## config.mk

```make
export PLATFORM = sky130hd
export DESIGN_NAME = uwb_top
export DESIGN_NICKNAME = d
export VERILOG_FILES = /design/src/hdl/uwb_pkg.sv /design/src/hdl/uwb_lut_if.sv /design/src/hdl/uwb_bar_match.sv /design/src/hdl/uwb_lut_mem.sv /design/src/hdl/uwb_top.sv
export SDC_FILE = /design/constraint.sdc
export NUM_CORES = 2
export LEC_CHECK = 0
export BUFFER_PORTS_ARGS = -buffer_cell sky130_fd_sc_hd__buf_2
export CELL_PAD_IN_SITES_DETAIL_PLACEMENT = 2
export CELL_PAD_IN_SITES_GLOBAL_PLACEMENT = 2
export CORE_MARGIN = 2
export CORE_UTILIZATION = 35
export DETAILED_ROUTE_END_ITERATION = 16
export GPL_TIMING_DRIVEN = 0
export PLACE_DENSITY_LB_ADDON = 0.05
export SETUP_SLACK_MARGIN = 0.1
export SLEW_MARGIN = 20
export SYNTH_ARGS = -nofsm -noshare
export SYNTH_HDL_FRONTEND = slang
export SYNTH_SLANG_ARGS = --single-unit
```

## constraint.sdc

```tcl
create_clock -name pclk -period 4.25 [get_ports pclk]
set_input_delay 1.275 -clock pclk [delete_from_list [all_inputs] [get_ports pclk]]
set_output_delay 1.275 -clock pclk [all_outputs]
set_load 0.01 [all_outputs]
```

## src/hdl/uwb_pkg.sv

```systemverilog
// Purpose: constants and types for the upstream window base address block
// Assumes: registers addressed by index, byte address is four times the index
// Notes: setup, translated-base, page control and lookup entries live here too
// Behaviour
// - window 1 size and type come from its setup register at ECh.
// - each window 1 base bit 31:6 is writable only where the setup bit is one.
// - setup bit 31 at zero disables window 1 so it claims nothing.
// - window 1 spans 4KB to 2GB as memory and 64B to 256B as IO.
// - window 1 hits are translated through the translated base at E8h.
// - window 1 bit 0 is space, bits 2:1 address type, bits 5:4 read zero.
// - bit 3 of both windows reports prefetchable memory, reset zero.
// - window 2 type is always 32-bit code 00 and bits 13:4 read zero.
// - window 2 base bits 31:14 set the range claimed for upstream memory.
// - window 2 translation goes through a lookup table.
// - window 2 spans 16KB up to 2GB.
// - window 2 has 64 equal pages sized by the control register at 6Ah.
// - a window 2 page is off when bit 0 of its table entry (100h-13Fh) is zero.
// - the count of writable window 2 base bits follows the page size.
package uwb_pkg;
    localparam logic [9:0] UWB_IDX_W1_BASE = 10'h058;
    localparam logic [9:0] UWB_IDX_W2_BASE = 10'h05C;
    localparam logic [9:0] UWB_IDX_PGCTL = 10'h06A;
    localparam logic [9:0] UWB_IDX_W1_XBASE = 10'h0E8;
    localparam logic [9:0] UWB_IDX_W1_SETUP = 10'h0EC;
    localparam logic [9:0] UWB_IDX_LAST_FWD = 10'h0F0;
    localparam logic [9:0] UWB_IDX_LUT_FIRST = 10'h100;
    localparam logic [9:0] UWB_IDX_LUT_LAST = 10'h1FF;
    localparam int UWB_W1_LO = 6;
    localparam int UWB_W1_IO_TOP = 8;
    localparam int UWB_W1_MEM_LO = 12;
    localparam int UWB_W2_LO = 14;
    localparam int UWB_PAGE_LO = 8;
    localparam logic [4:0] UWB_PGCODE_MAX = 5'h11;
    localparam int UWB_SETUP_EN = 31;
    localparam int UWB_F_SPACE = 0;
    localparam int UWB_F_PREF = 3;
    localparam int UWB_PGCTL_PREF = 8;
    localparam int UWB_LUT_EN = 0;
    localparam logic [31:0] UWB_RST_REG = 32'h0000_0000;
    typedef enum logic [1:0] {
        UWB_ST_IDLE = 2'b00,
        UWB_ST_LOAD = 2'b01,
        UWB_ST_RESP = 2'b11
    } uwb_state_t;
endpackage

```

## src/hdl/uwb_lut_if.sv

```systemverilog
`timescale 1ns/10ps
// Purpose: carries the lookup table ports between controller and memory
// Assumes: one write port, two registered read ports
// Notes: widths are parameters
interface uwb_lut_if #(parameter int AW = 6, parameter int DW = 32);
    logic wr_en;
    logic [AW-1:0] wr_idx;
    logic [DW-1:0] wr_data;
    logic [AW-1:0] ra_idx;
    logic [DW-1:0] ra_data;
    logic [AW-1:0] rb_idx;
    logic [DW-1:0] rb_data;
    modport mem (input wr_en, input wr_idx, input wr_data, input ra_idx,
                 output ra_data, input rb_idx, output rb_data);
    modport ctl (output wr_en, output wr_idx, output wr_data, output ra_idx,
                 input ra_data, output rb_idx, input rb_data);
endinterface // uwb_lut_if

```

## src/hdl/uwb_bar_match.sv

```systemverilog
`timescale 1ns/10ps
// Purpose: masked base compare and direct translation
// Assumes: mask has ones on the compared bits
// Notes: purely combinational
module uwb_bar_match (
    input wire logic [31:0] addr,
    input wire logic [31:0] base,
    input wire logic [31:0] mask,
    input wire logic [31:0] xbase,
    output logic hit,
    output logic [31:0] xaddr
);
    assign hit = (((addr ^ base) & mask) == 32'h0000_0000);
    assign xaddr = (xbase & mask) | (addr & ~mask);
endmodule // uwb_bar_match

```

## src/hdl/uwb_lut_mem.sv

```systemverilog
`timescale 1ns/10ps
// Purpose: window 2 page translation table storage
// Assumes: read data one cycle after the index
// Notes: no reset on the array, enables are kept outside
module uwb_lut_mem #(
    parameter int DEPTH = 64,
    parameter int DW = 32
) (
    input wire logic pclk,
    uwb_lut_if.mem lut
);
    logic [DW-1:0] mem_q [DEPTH];

    always_ff @(posedge pclk) begin
        if (lut.wr_en) begin
            mem_q[lut.wr_idx] <= lut.wr_data;
        end
    end

    always_ff @(posedge pclk) begin
        lut.ra_data <= mem_q[lut.ra_idx];
        lut.rb_data <= mem_q[lut.rb_idx];
    end
endmodule // uwb_lut_mem

```

## src/hdl/uwb_top.sv

```systemverilog
// Local design decision: the APB register port.
`timescale 1ns/10ps
// Purpose: upstream window 1 and window 2 base registers with address claim
// Assumes: APB slave on pclk, secondary requests come from logic on pclk
// Notes: one wait state on every access, claim answers two cycles after request
module uwb_top
    import uwb_pkg::*;
#(
    parameter int PAGES = 64
) (
    input wire logic pclk,
    input wire logic presetn,
    input wire logic psel,
    input wire logic penable,
    input wire logic pwrite,
    input wire logic [11:0] paddr,
    input wire logic [31:0] pwdata,
    input wire logic [3:0] pstrb,
    output logic [31:0] prdata,
    output logic pready,
    output logic pslverr,
    input wire logic sec_valid,
    input wire logic [31:0] sec_addr,
    input wire logic sec_io,
    output logic fwd_valid,
    output logic [31:0] fwd_addr,
    output logic fwd_win2
);
    localparam int PW = $clog2(PAGES);

    uwb_state_t st_q;
    logic [31:0] prdata_q;
    logic pready_q;
    logic pslverr_q;

    logic [31:0] w1_setup_q;
    logic [31:0] w1_xbase_q;
    logic [31:0] pgctl_q;
    logic [31:6] w1_base_q;
    logic [31:14] w2_base_q;
    logic [PAGES-1:0] pg_en_q;
    logic [31:0] last_fwd_q;

    logic [9:0] idx;
    logic is_lut;
    logic [PW-1:0] lut_idx;
    logic wr_fire;
    logic [31:0] wmask;
    logic [31:0] w1_mask;
    logic [31:6] w1_wr;
    logic [31:0] w2_mask;
    logic [31:0] pg_mask;
    logic [4:0] pg_code;
    logic [5:0] w2_shift;
    logic [5:0] pg_shift;
    logic [31:0] w1_rd;
    logic [31:0] w2_rd;
    logic [31:0] rd_mux;
    logic rd_ok;
    logic [31:0] w1_xaddr;
    logic w1_match;
    logic w2_match;
    logic [31:0] sec_shift;

    logic s1_valid_q;
    logic [31:0] s1_addr_q;
    logic s1_w1_q;
    logic [31:0] s1_w1x_q;
    logic s1_w2_q;
    logic [PW-1:0] s1_page_q;
    logic fwd_valid_q;
    logic [31:0] fwd_addr_q;
    logic fwd_win2_q;

    uwb_lut_if #(.AW(PW), .DW(32)) lut ();

    uwb_lut_mem #(.DEPTH(PAGES), .DW(32)) u_mem (
        .pclk(pclk),
        .lut(lut.mem)
    );

    // address decode, index view of the byte address
    assign idx = paddr[11:2];
    assign is_lut = (idx >= UWB_IDX_LUT_FIRST) && (idx < UWB_IDX_LUT_FIRST + 10'(PAGES));
    assign lut_idx = PW'(idx - UWB_IDX_LUT_FIRST);
    assign wr_fire = (st_q == UWB_ST_RESP) && psel && penable && pwrite;
    assign wmask = {{8{pstrb[3]}}, {8{pstrb[2]}}, {8{pstrb[1]}}, {8{pstrb[0]}}};

    // window 1 compare mask from the setup register
    always_comb begin
        w1_mask = {w1_setup_q[31:UWB_W1_LO], 6'h00};
        if (w1_setup_q[UWB_F_SPACE]) begin
            w1_mask[31:UWB_W1_IO_TOP] = '1;
        end else begin
            w1_mask[UWB_W1_MEM_LO-1:UWB_W1_LO] = '0;
            w1_mask[31] = 1'b1;
        end
    end

    // setup bit gates writability; fixed compare bits must not become writable
    assign w1_wr = wmask[31:6] & w1_mask[31:6] & w1_setup_q[31:6];

    // page code clamps so the window never exceeds 2GB
    assign pg_code = (pgctl_q[4:0] > UWB_PGCODE_MAX) ? UWB_PGCODE_MAX : pgctl_q[4:0];
    assign w2_shift = 6'(UWB_W2_LO) + {1'b0, pg_code};
    assign pg_shift = 6'(UWB_PAGE_LO) + {1'b0, pg_code};
    assign w2_mask = 32'hFFFF_FFFF << w2_shift;
    assign pg_mask = 32'hFFFF_FFFF << pg_shift;

    // readback images; base bits outside the mask read as zero
    assign w1_rd = ({w1_base_q, 6'h00} & w1_mask) |
                   {28'h0000000, w1_setup_q[3:0]};
    assign w2_rd = ({w2_base_q, 14'h0000} & w2_mask) |
                   {28'h0000000, pgctl_q[UWB_PGCTL_PREF], 3'b000};

    always_comb begin
        rd_mux = 32'h0000_0000;
        rd_ok = 1'b1;
        if (is_lut) begin
            rd_mux = {lut.ra_data[31:1], pg_en_q[lut_idx]};
        end else if (idx >= UWB_IDX_LUT_FIRST && idx <= UWB_IDX_LUT_LAST) begin
            rd_mux = 32'h0000_0000;
        end else begin
            unique case (idx)
                UWB_IDX_W1_BASE: rd_mux = w1_rd;
                UWB_IDX_W2_BASE: rd_mux = w2_rd;
                UWB_IDX_PGCTL: rd_mux = pgctl_q;
                UWB_IDX_W1_XBASE: rd_mux = w1_xbase_q;
                UWB_IDX_W1_SETUP: rd_mux = w1_setup_q;
                UWB_IDX_LAST_FWD: rd_mux = last_fwd_q;
                default: rd_ok = 1'b0;
            endcase
        end
    end

    // bus handshake: setup, one load cycle, then ready
    always_ff @(posedge pclk or negedge presetn) begin
        if (!presetn) begin
            st_q <= UWB_ST_IDLE;
        end else begin
            unique case (st_q)
                UWB_ST_IDLE: begin
                    if (psel && !penable) begin
                        st_q <= UWB_ST_LOAD;
                    end
                end
                UWB_ST_LOAD: st_q <= UWB_ST_RESP;
                UWB_ST_RESP: st_q <= UWB_ST_IDLE;
                default: st_q <= UWB_ST_IDLE;
            endcase
        end
    end

    always_ff @(posedge pclk or negedge presetn) begin
        if (!presetn) begin
            pready_q <= 1'b0;
            pslverr_q <= 1'b0;
            prdata_q <= UWB_RST_REG;
        end else if (st_q == UWB_ST_LOAD) begin
            pready_q <= 1'b1;
            pslverr_q <= ~rd_ok;
            prdata_q <= pwrite ? 32'h0000_0000 : rd_mux;
        end else begin
            pready_q <= 1'b0;
            pslverr_q <= 1'b0;
        end
    end

    // loaded by software through the APB port before traffic
    always_ff @(posedge pclk or negedge presetn) begin
        if (!presetn) begin
            w1_setup_q <= UWB_RST_REG;
            w1_xbase_q <= UWB_RST_REG;
            pgctl_q <= UWB_RST_REG;
        end else if (wr_fire && rd_ok) begin
            if (idx == UWB_IDX_W1_SETUP) begin
                w1_setup_q <= (pwdata & wmask) | (w1_setup_q & ~wmask);
            end
            if (idx == UWB_IDX_W1_XBASE) begin
                w1_xbase_q <= (pwdata & wmask) | (w1_xbase_q & ~wmask);
            end
            if (idx == UWB_IDX_PGCTL) begin
                pgctl_q <= (pwdata & wmask) | (pgctl_q & ~wmask);
            end
        end
    end

    // base bits change only where writable; low fields are not stored
    always_ff @(posedge pclk or negedge presetn) begin
        if (!presetn) begin
            w1_base_q <= '0;
            w2_base_q <= '0;
        end else if (wr_fire) begin
            if (idx == UWB_IDX_W1_BASE) begin
                w1_base_q <= (pwdata[31:6] & w1_wr) | (w1_base_q & ~w1_wr);
            end
            if (idx == UWB_IDX_W2_BASE) begin
                w2_base_q <= (pwdata[31:14] & wmask[31:14] & w2_mask[31:14]) |
                             (w2_base_q & ~(wmask[31:14] & w2_mask[31:14]));
            end
        end
    end

    // page enables kept in flops so every page is off after reset
    always_ff @(posedge pclk or negedge presetn) begin
        if (!presetn) begin
            pg_en_q <= '0;
        end else if (wr_fire && is_lut && pstrb[0]) begin
            pg_en_q[lut_idx] <= pwdata[UWB_LUT_EN];
        end
    end

    assign lut.wr_en = wr_fire && is_lut && (pstrb == 4'hF);
    assign lut.wr_idx = lut_idx;
    assign lut.wr_data = pwdata;
    assign lut.ra_idx = lut_idx;

    // claim stage 1: range compare, table lookup launched
    uwb_bar_match u_w1 (
        .addr(sec_addr),
        .base({w1_base_q, 6'h00}),
        .mask(w1_mask),
        .xbase(w1_xbase_q),
        .hit(w1_match),
        .xaddr(w1_xaddr)
    );

    uwb_bar_match u_w2 (
        .addr(sec_addr),
        .base({w2_base_q, 14'h0000}),
        .mask(w2_mask),
        .xbase(32'h0000_0000),
        .hit(w2_match),
        .xaddr()
    );

    assign sec_shift = sec_addr >> pg_shift;
    assign lut.rb_idx = sec_shift[PW-1:0];

    always_ff @(posedge pclk or negedge presetn) begin
        if (!presetn) begin
            s1_valid_q <= 1'b0;
            s1_addr_q <= UWB_RST_REG;
            s1_w1_q <= 1'b0;
            s1_w1x_q <= UWB_RST_REG;
            s1_w2_q <= 1'b0;
            s1_page_q <= '0;
        end else begin
            s1_valid_q <= sec_valid;
            s1_addr_q <= sec_addr;
            // io type must match, setup enable gates the window
            s1_w1_q <= sec_valid && w1_match && w1_setup_q[UWB_SETUP_EN] &&
                       (sec_io == w1_setup_q[UWB_F_SPACE]);
            s1_w1x_q <= w1_xaddr;
            s1_w2_q <= sec_valid && w2_match && !sec_io;
            s1_page_q <= sec_shift[PW-1:0];
        end
    end

    // claim stage 2: page enable and table translation; window 1 wins overlaps
    always_ff @(posedge pclk or negedge presetn) begin
        if (!presetn) begin
            fwd_valid_q <= 1'b0;
            fwd_addr_q <= UWB_RST_REG;
            fwd_win2_q <= 1'b0;
        end else if (s1_w1_q) begin
            fwd_valid_q <= 1'b1;
            fwd_addr_q <= s1_w1x_q;
            fwd_win2_q <= 1'b0;
        end else if (s1_w2_q && pg_en_q[s1_page_q]) begin
            fwd_valid_q <= 1'b1;
            fwd_addr_q <= (lut.rb_data & pg_mask) | (s1_addr_q & ~pg_mask);
            fwd_win2_q <= 1'b1;
        end else begin
            fwd_valid_q <= 1'b0;
            fwd_win2_q <= 1'b0;
        end
    end

    always_ff @(posedge pclk or negedge presetn) begin
        if (!presetn) begin
            last_fwd_q <= UWB_RST_REG;
        end else if (fwd_valid_q) begin
            last_fwd_q <= fwd_addr_q;
        end
    end

    assign prdata = prdata_q;
    assign pready = pready_q;
    assign pslverr = pslverr_q;
    assign fwd_valid = fwd_valid_q;
    assign fwd_addr = fwd_addr_q;
    assign fwd_win2 = fwd_win2_q;
endmodule // uwb_top

```

==> out/metrics.cfg <==
[die]
dieArea_um2=313100
start_util_pct=35.26
die_w_um=559.5
core_um2=306300
rows=203
ioPinCount=155
die_h_um=559.5

[layout]
fin_nets=8372
syn_to_final_growth_pct=22.33
fillers=29520
stdcell_count=12630
drive_above_1_share_pct=28.04

[logic_synthesis]
synth_area_um2=108000
synth_fp_nets=7717
ys_warn_count=0
yosysSeqAreaShare_pct=64.70
async_flop_share_pct=15.25
ys.flop_type=edfxtp_1
ys_seq_elements=2407
netlist_instances=7623
avgSynthCellArea_um2=14.17
synth_edf_count=1984
synth.distinct_cells=79

[drt]
drtAntennaViolNets=0
drc_errors=0
wl_per_cell_um=45.89
routed_via_density=6.430
wirelength_mm=579.5
dr.first_iter.drc_count=12550
firstDrtPassIters=8
num_vias=81200

[global_routing]
grt_pass1_vias=81810
grtUsageMet3_pct=6.614
grt_start_max_net_pins=90
use_met2_pct=55.66
grt_usage_pct=36.09
gr-total-overflow=0
grt_first_pass_wirelength_mm=766.3
antenna_found_initial=105
top_usage_layer=met2
met1_usage_pct=49.40

[setup_path]
start_kind=flip-flop
worstSetupEndpoint=u_mem.lut.rb_data[30]
regToRegSetupSlack_ps=-10
rr_endpoint=u_mem.lut.rb_data[30]
timing_worst_setup_path_type=reg2reg
cp_max_fo=11
worstPathArrival_ps=5010
worstSetupEndpointType=flip-flop
required_ps=5000
r2r_cells=16

[clocking]
clkTransAtPathRegs_ps=60
htree_levels=5
cts_buffers=289
clkSinkCount=2407
insertion_delay_ps=950
cts_root_buffer=clkbuf_16
postCtsHoldBufs=0
cts.path.max_buffers=4
cts_tree=yes

[sta]
maxSlewViolCount=0
setup_viol=2
min_period_ps=4260
relSlewSlack_pct=16.81
finClkSkew_ps=50.63
tightestPinTransition_ps=1248
finalWorstSetupSlack_ps=-9.794
final_hold_viol_count=0
holdWs_ps=318.1
fmax_mhz=234.8
fin_setup_tns_ps=-12.13
rsz0062_at_grt=true
final.period_utilization_pct=100.2

[power]
peakVddDrop_v=0.0003403
cellLeakagePower_nw=46.46
power.density_nw_per_um2=430.6

[placement]
dp.cells=12030
place_congestion=1.005
dp_slack_ps=-3110
port_buffers=148
hpwl_mm=432.5

[run_status]
status=finished, violations left
violations=setup timing

[run]
maxCapViolCount=0

[worst_hold_path]
hold_path.class=in2async

==> repair_timing <==
action / 4_1_cts / 5_1_grt
pin swaps: 88 / 40
buffers inserted: 47 / 17
gates resized for setup: 910 / 158
gates cloned: 1 / 1
endpoints found under the setup margin: 1814 / 698
==> metrics by stage <==
step           total power, mW  cell area [um2]  utilization (%)
2_1_floorplan            28.21           108100                -
3_3_place_gp             31.34           114000            37.22
3_5_place_dp             31.53           118300            38.61
4_1_cts                  56.88           131400            42.89
5_1_grt                  57.88           132100            43.12
6_report                 56.89           132100            43.13
==> critical path: stages (launching register included) <==
cell and delay [ps]:
dfrtp_1 390, buf_2 220, buf_4 240, inv_2 120, clkbuf_8 220, o31ai_4 100
a41oi_2 220, a31oi_4 120, buf_12 170, inv_2 130, buf_12 190, buf_4 350
buf_6 300, nand4_1 130, nand4_1 310, nand4_1 260, or4_4 560
==> synthesized netlist by cell type, drive strengths merged, types with 27 or more instances <==
cell type     n  share of area (%)
a22o         29               0.24
dfrtp       367                8.5
mux2        362                3.8
a31oi        57               0.34
o21ai       102               0.47
mux4        310                6.5
a222oi       34               0.32
a21oi       406                1.9
a211oi       56               0.39
a32o         27               0.25
nand2       804                2.8
inv          30               0.10
xnor2        30               0.24
a22oi       704                4.9
mux2i       521                4.8
clkbuf      389                1.4
nor3         70               0.34
nor2        366                1.3
dfxtp        56                1.0
a32oi        63               0.51
edfxtp     1984                 55
o22ai        81               0.47
and3         59               0.34
nand4       165               0.96
nand3       104               0.48
buf         262                1.2
==> state kept, by name, summed over array words and instances, names as in the netlist, named ones only <==
register           cells
fwd_win2               1
pready                 1
s1_w1_q                1
fwd_addr              32
s1_w2_q                1
pslverr                1
s1_page_q              6
fwd_valid              1
w2_base_q             18
u_mem.lut.ra_data     31
u_mem.lut.rb_data     25
prdata                32
last_fwd_q            32
u_mem.mem_q         1984
st_q                   2
pg_en_q               64
s1_w1x_q              32
s1_addr_q             21
==> cells in the final DEF, fill, tap and decap left out, types with 212 or more instances in the layout <==
cell type	instances
a21oi_1	365
a22oi_1	601
buf_2	212
clkbuf_1	245
clkbuf_16	298
dfrtp_1	364
edfxtp_1	1984
mux2_2	362
mux2i_1	483
mux4_2	310
nand2_1	795
nor2_1	284
==> cells by family after synthesis <==
logic type	Yosys count	synth area share [%]
mux	1193	15.07
fa+ha+maj	7	0.08109
compound gates	1628	10.33
flops	2407	64.70
simple gates	1663	6.841
xor+xnor	44	0.3568
buf+inv	681	2.627
==> cell type report <==
cell class                 count  area [um2]  area share (%)
timing repair buffer         376        5320           4.027
clock buffer                 383        7863           5.951
clock inverter               140        1509           1.142
multi-input combinational   4535       38230           28.93
tap                         4100        5130           3.883
antenna                       18       45.04         0.03409
inverter                      30       123.9         0.09375
buffer                       639        4021           3.044
sequential                  2407       69890           52.89
==> worst min path at each step <==
stage / depth (start not counted) / from / endpoint
6_report: 1 / presetn / pg_en_q[47]
5_1_grt: 1 / presetn / pg_en_q[44]
4_1_cts: 1 / presetn / pg_en_q[44]
3_5_place_dp: 0 / flip-flop / s1_w1x_q[31]
3_3_place_gp: 0 / flip-flop / s1_w1x_q[31]
2_1_floorplan: 0 / flip-flop / s1_w1x_q[31]
==> power breakdown <==
group          switching, mW  internal (mW)  total [mW]
Combinational           4.26           1.50        5.76
Sequential             0.112           25.7        25.8
Clock                   10.8           14.6        25.3
Total                   15.1           41.8        56.9
==> per-layer routing <==
layer / routed length [um] / share of wire, % / vias up
met2: 259400 / 45 / 4512
met4: 32090 / 5.5 / 26
met5: 437 / 0.075 / -
met1: 235000 / 41 / 44300
met3: 52500 / 9.1 / 924
li1: - / - / 31440
(Power assumes the default switching activity.)
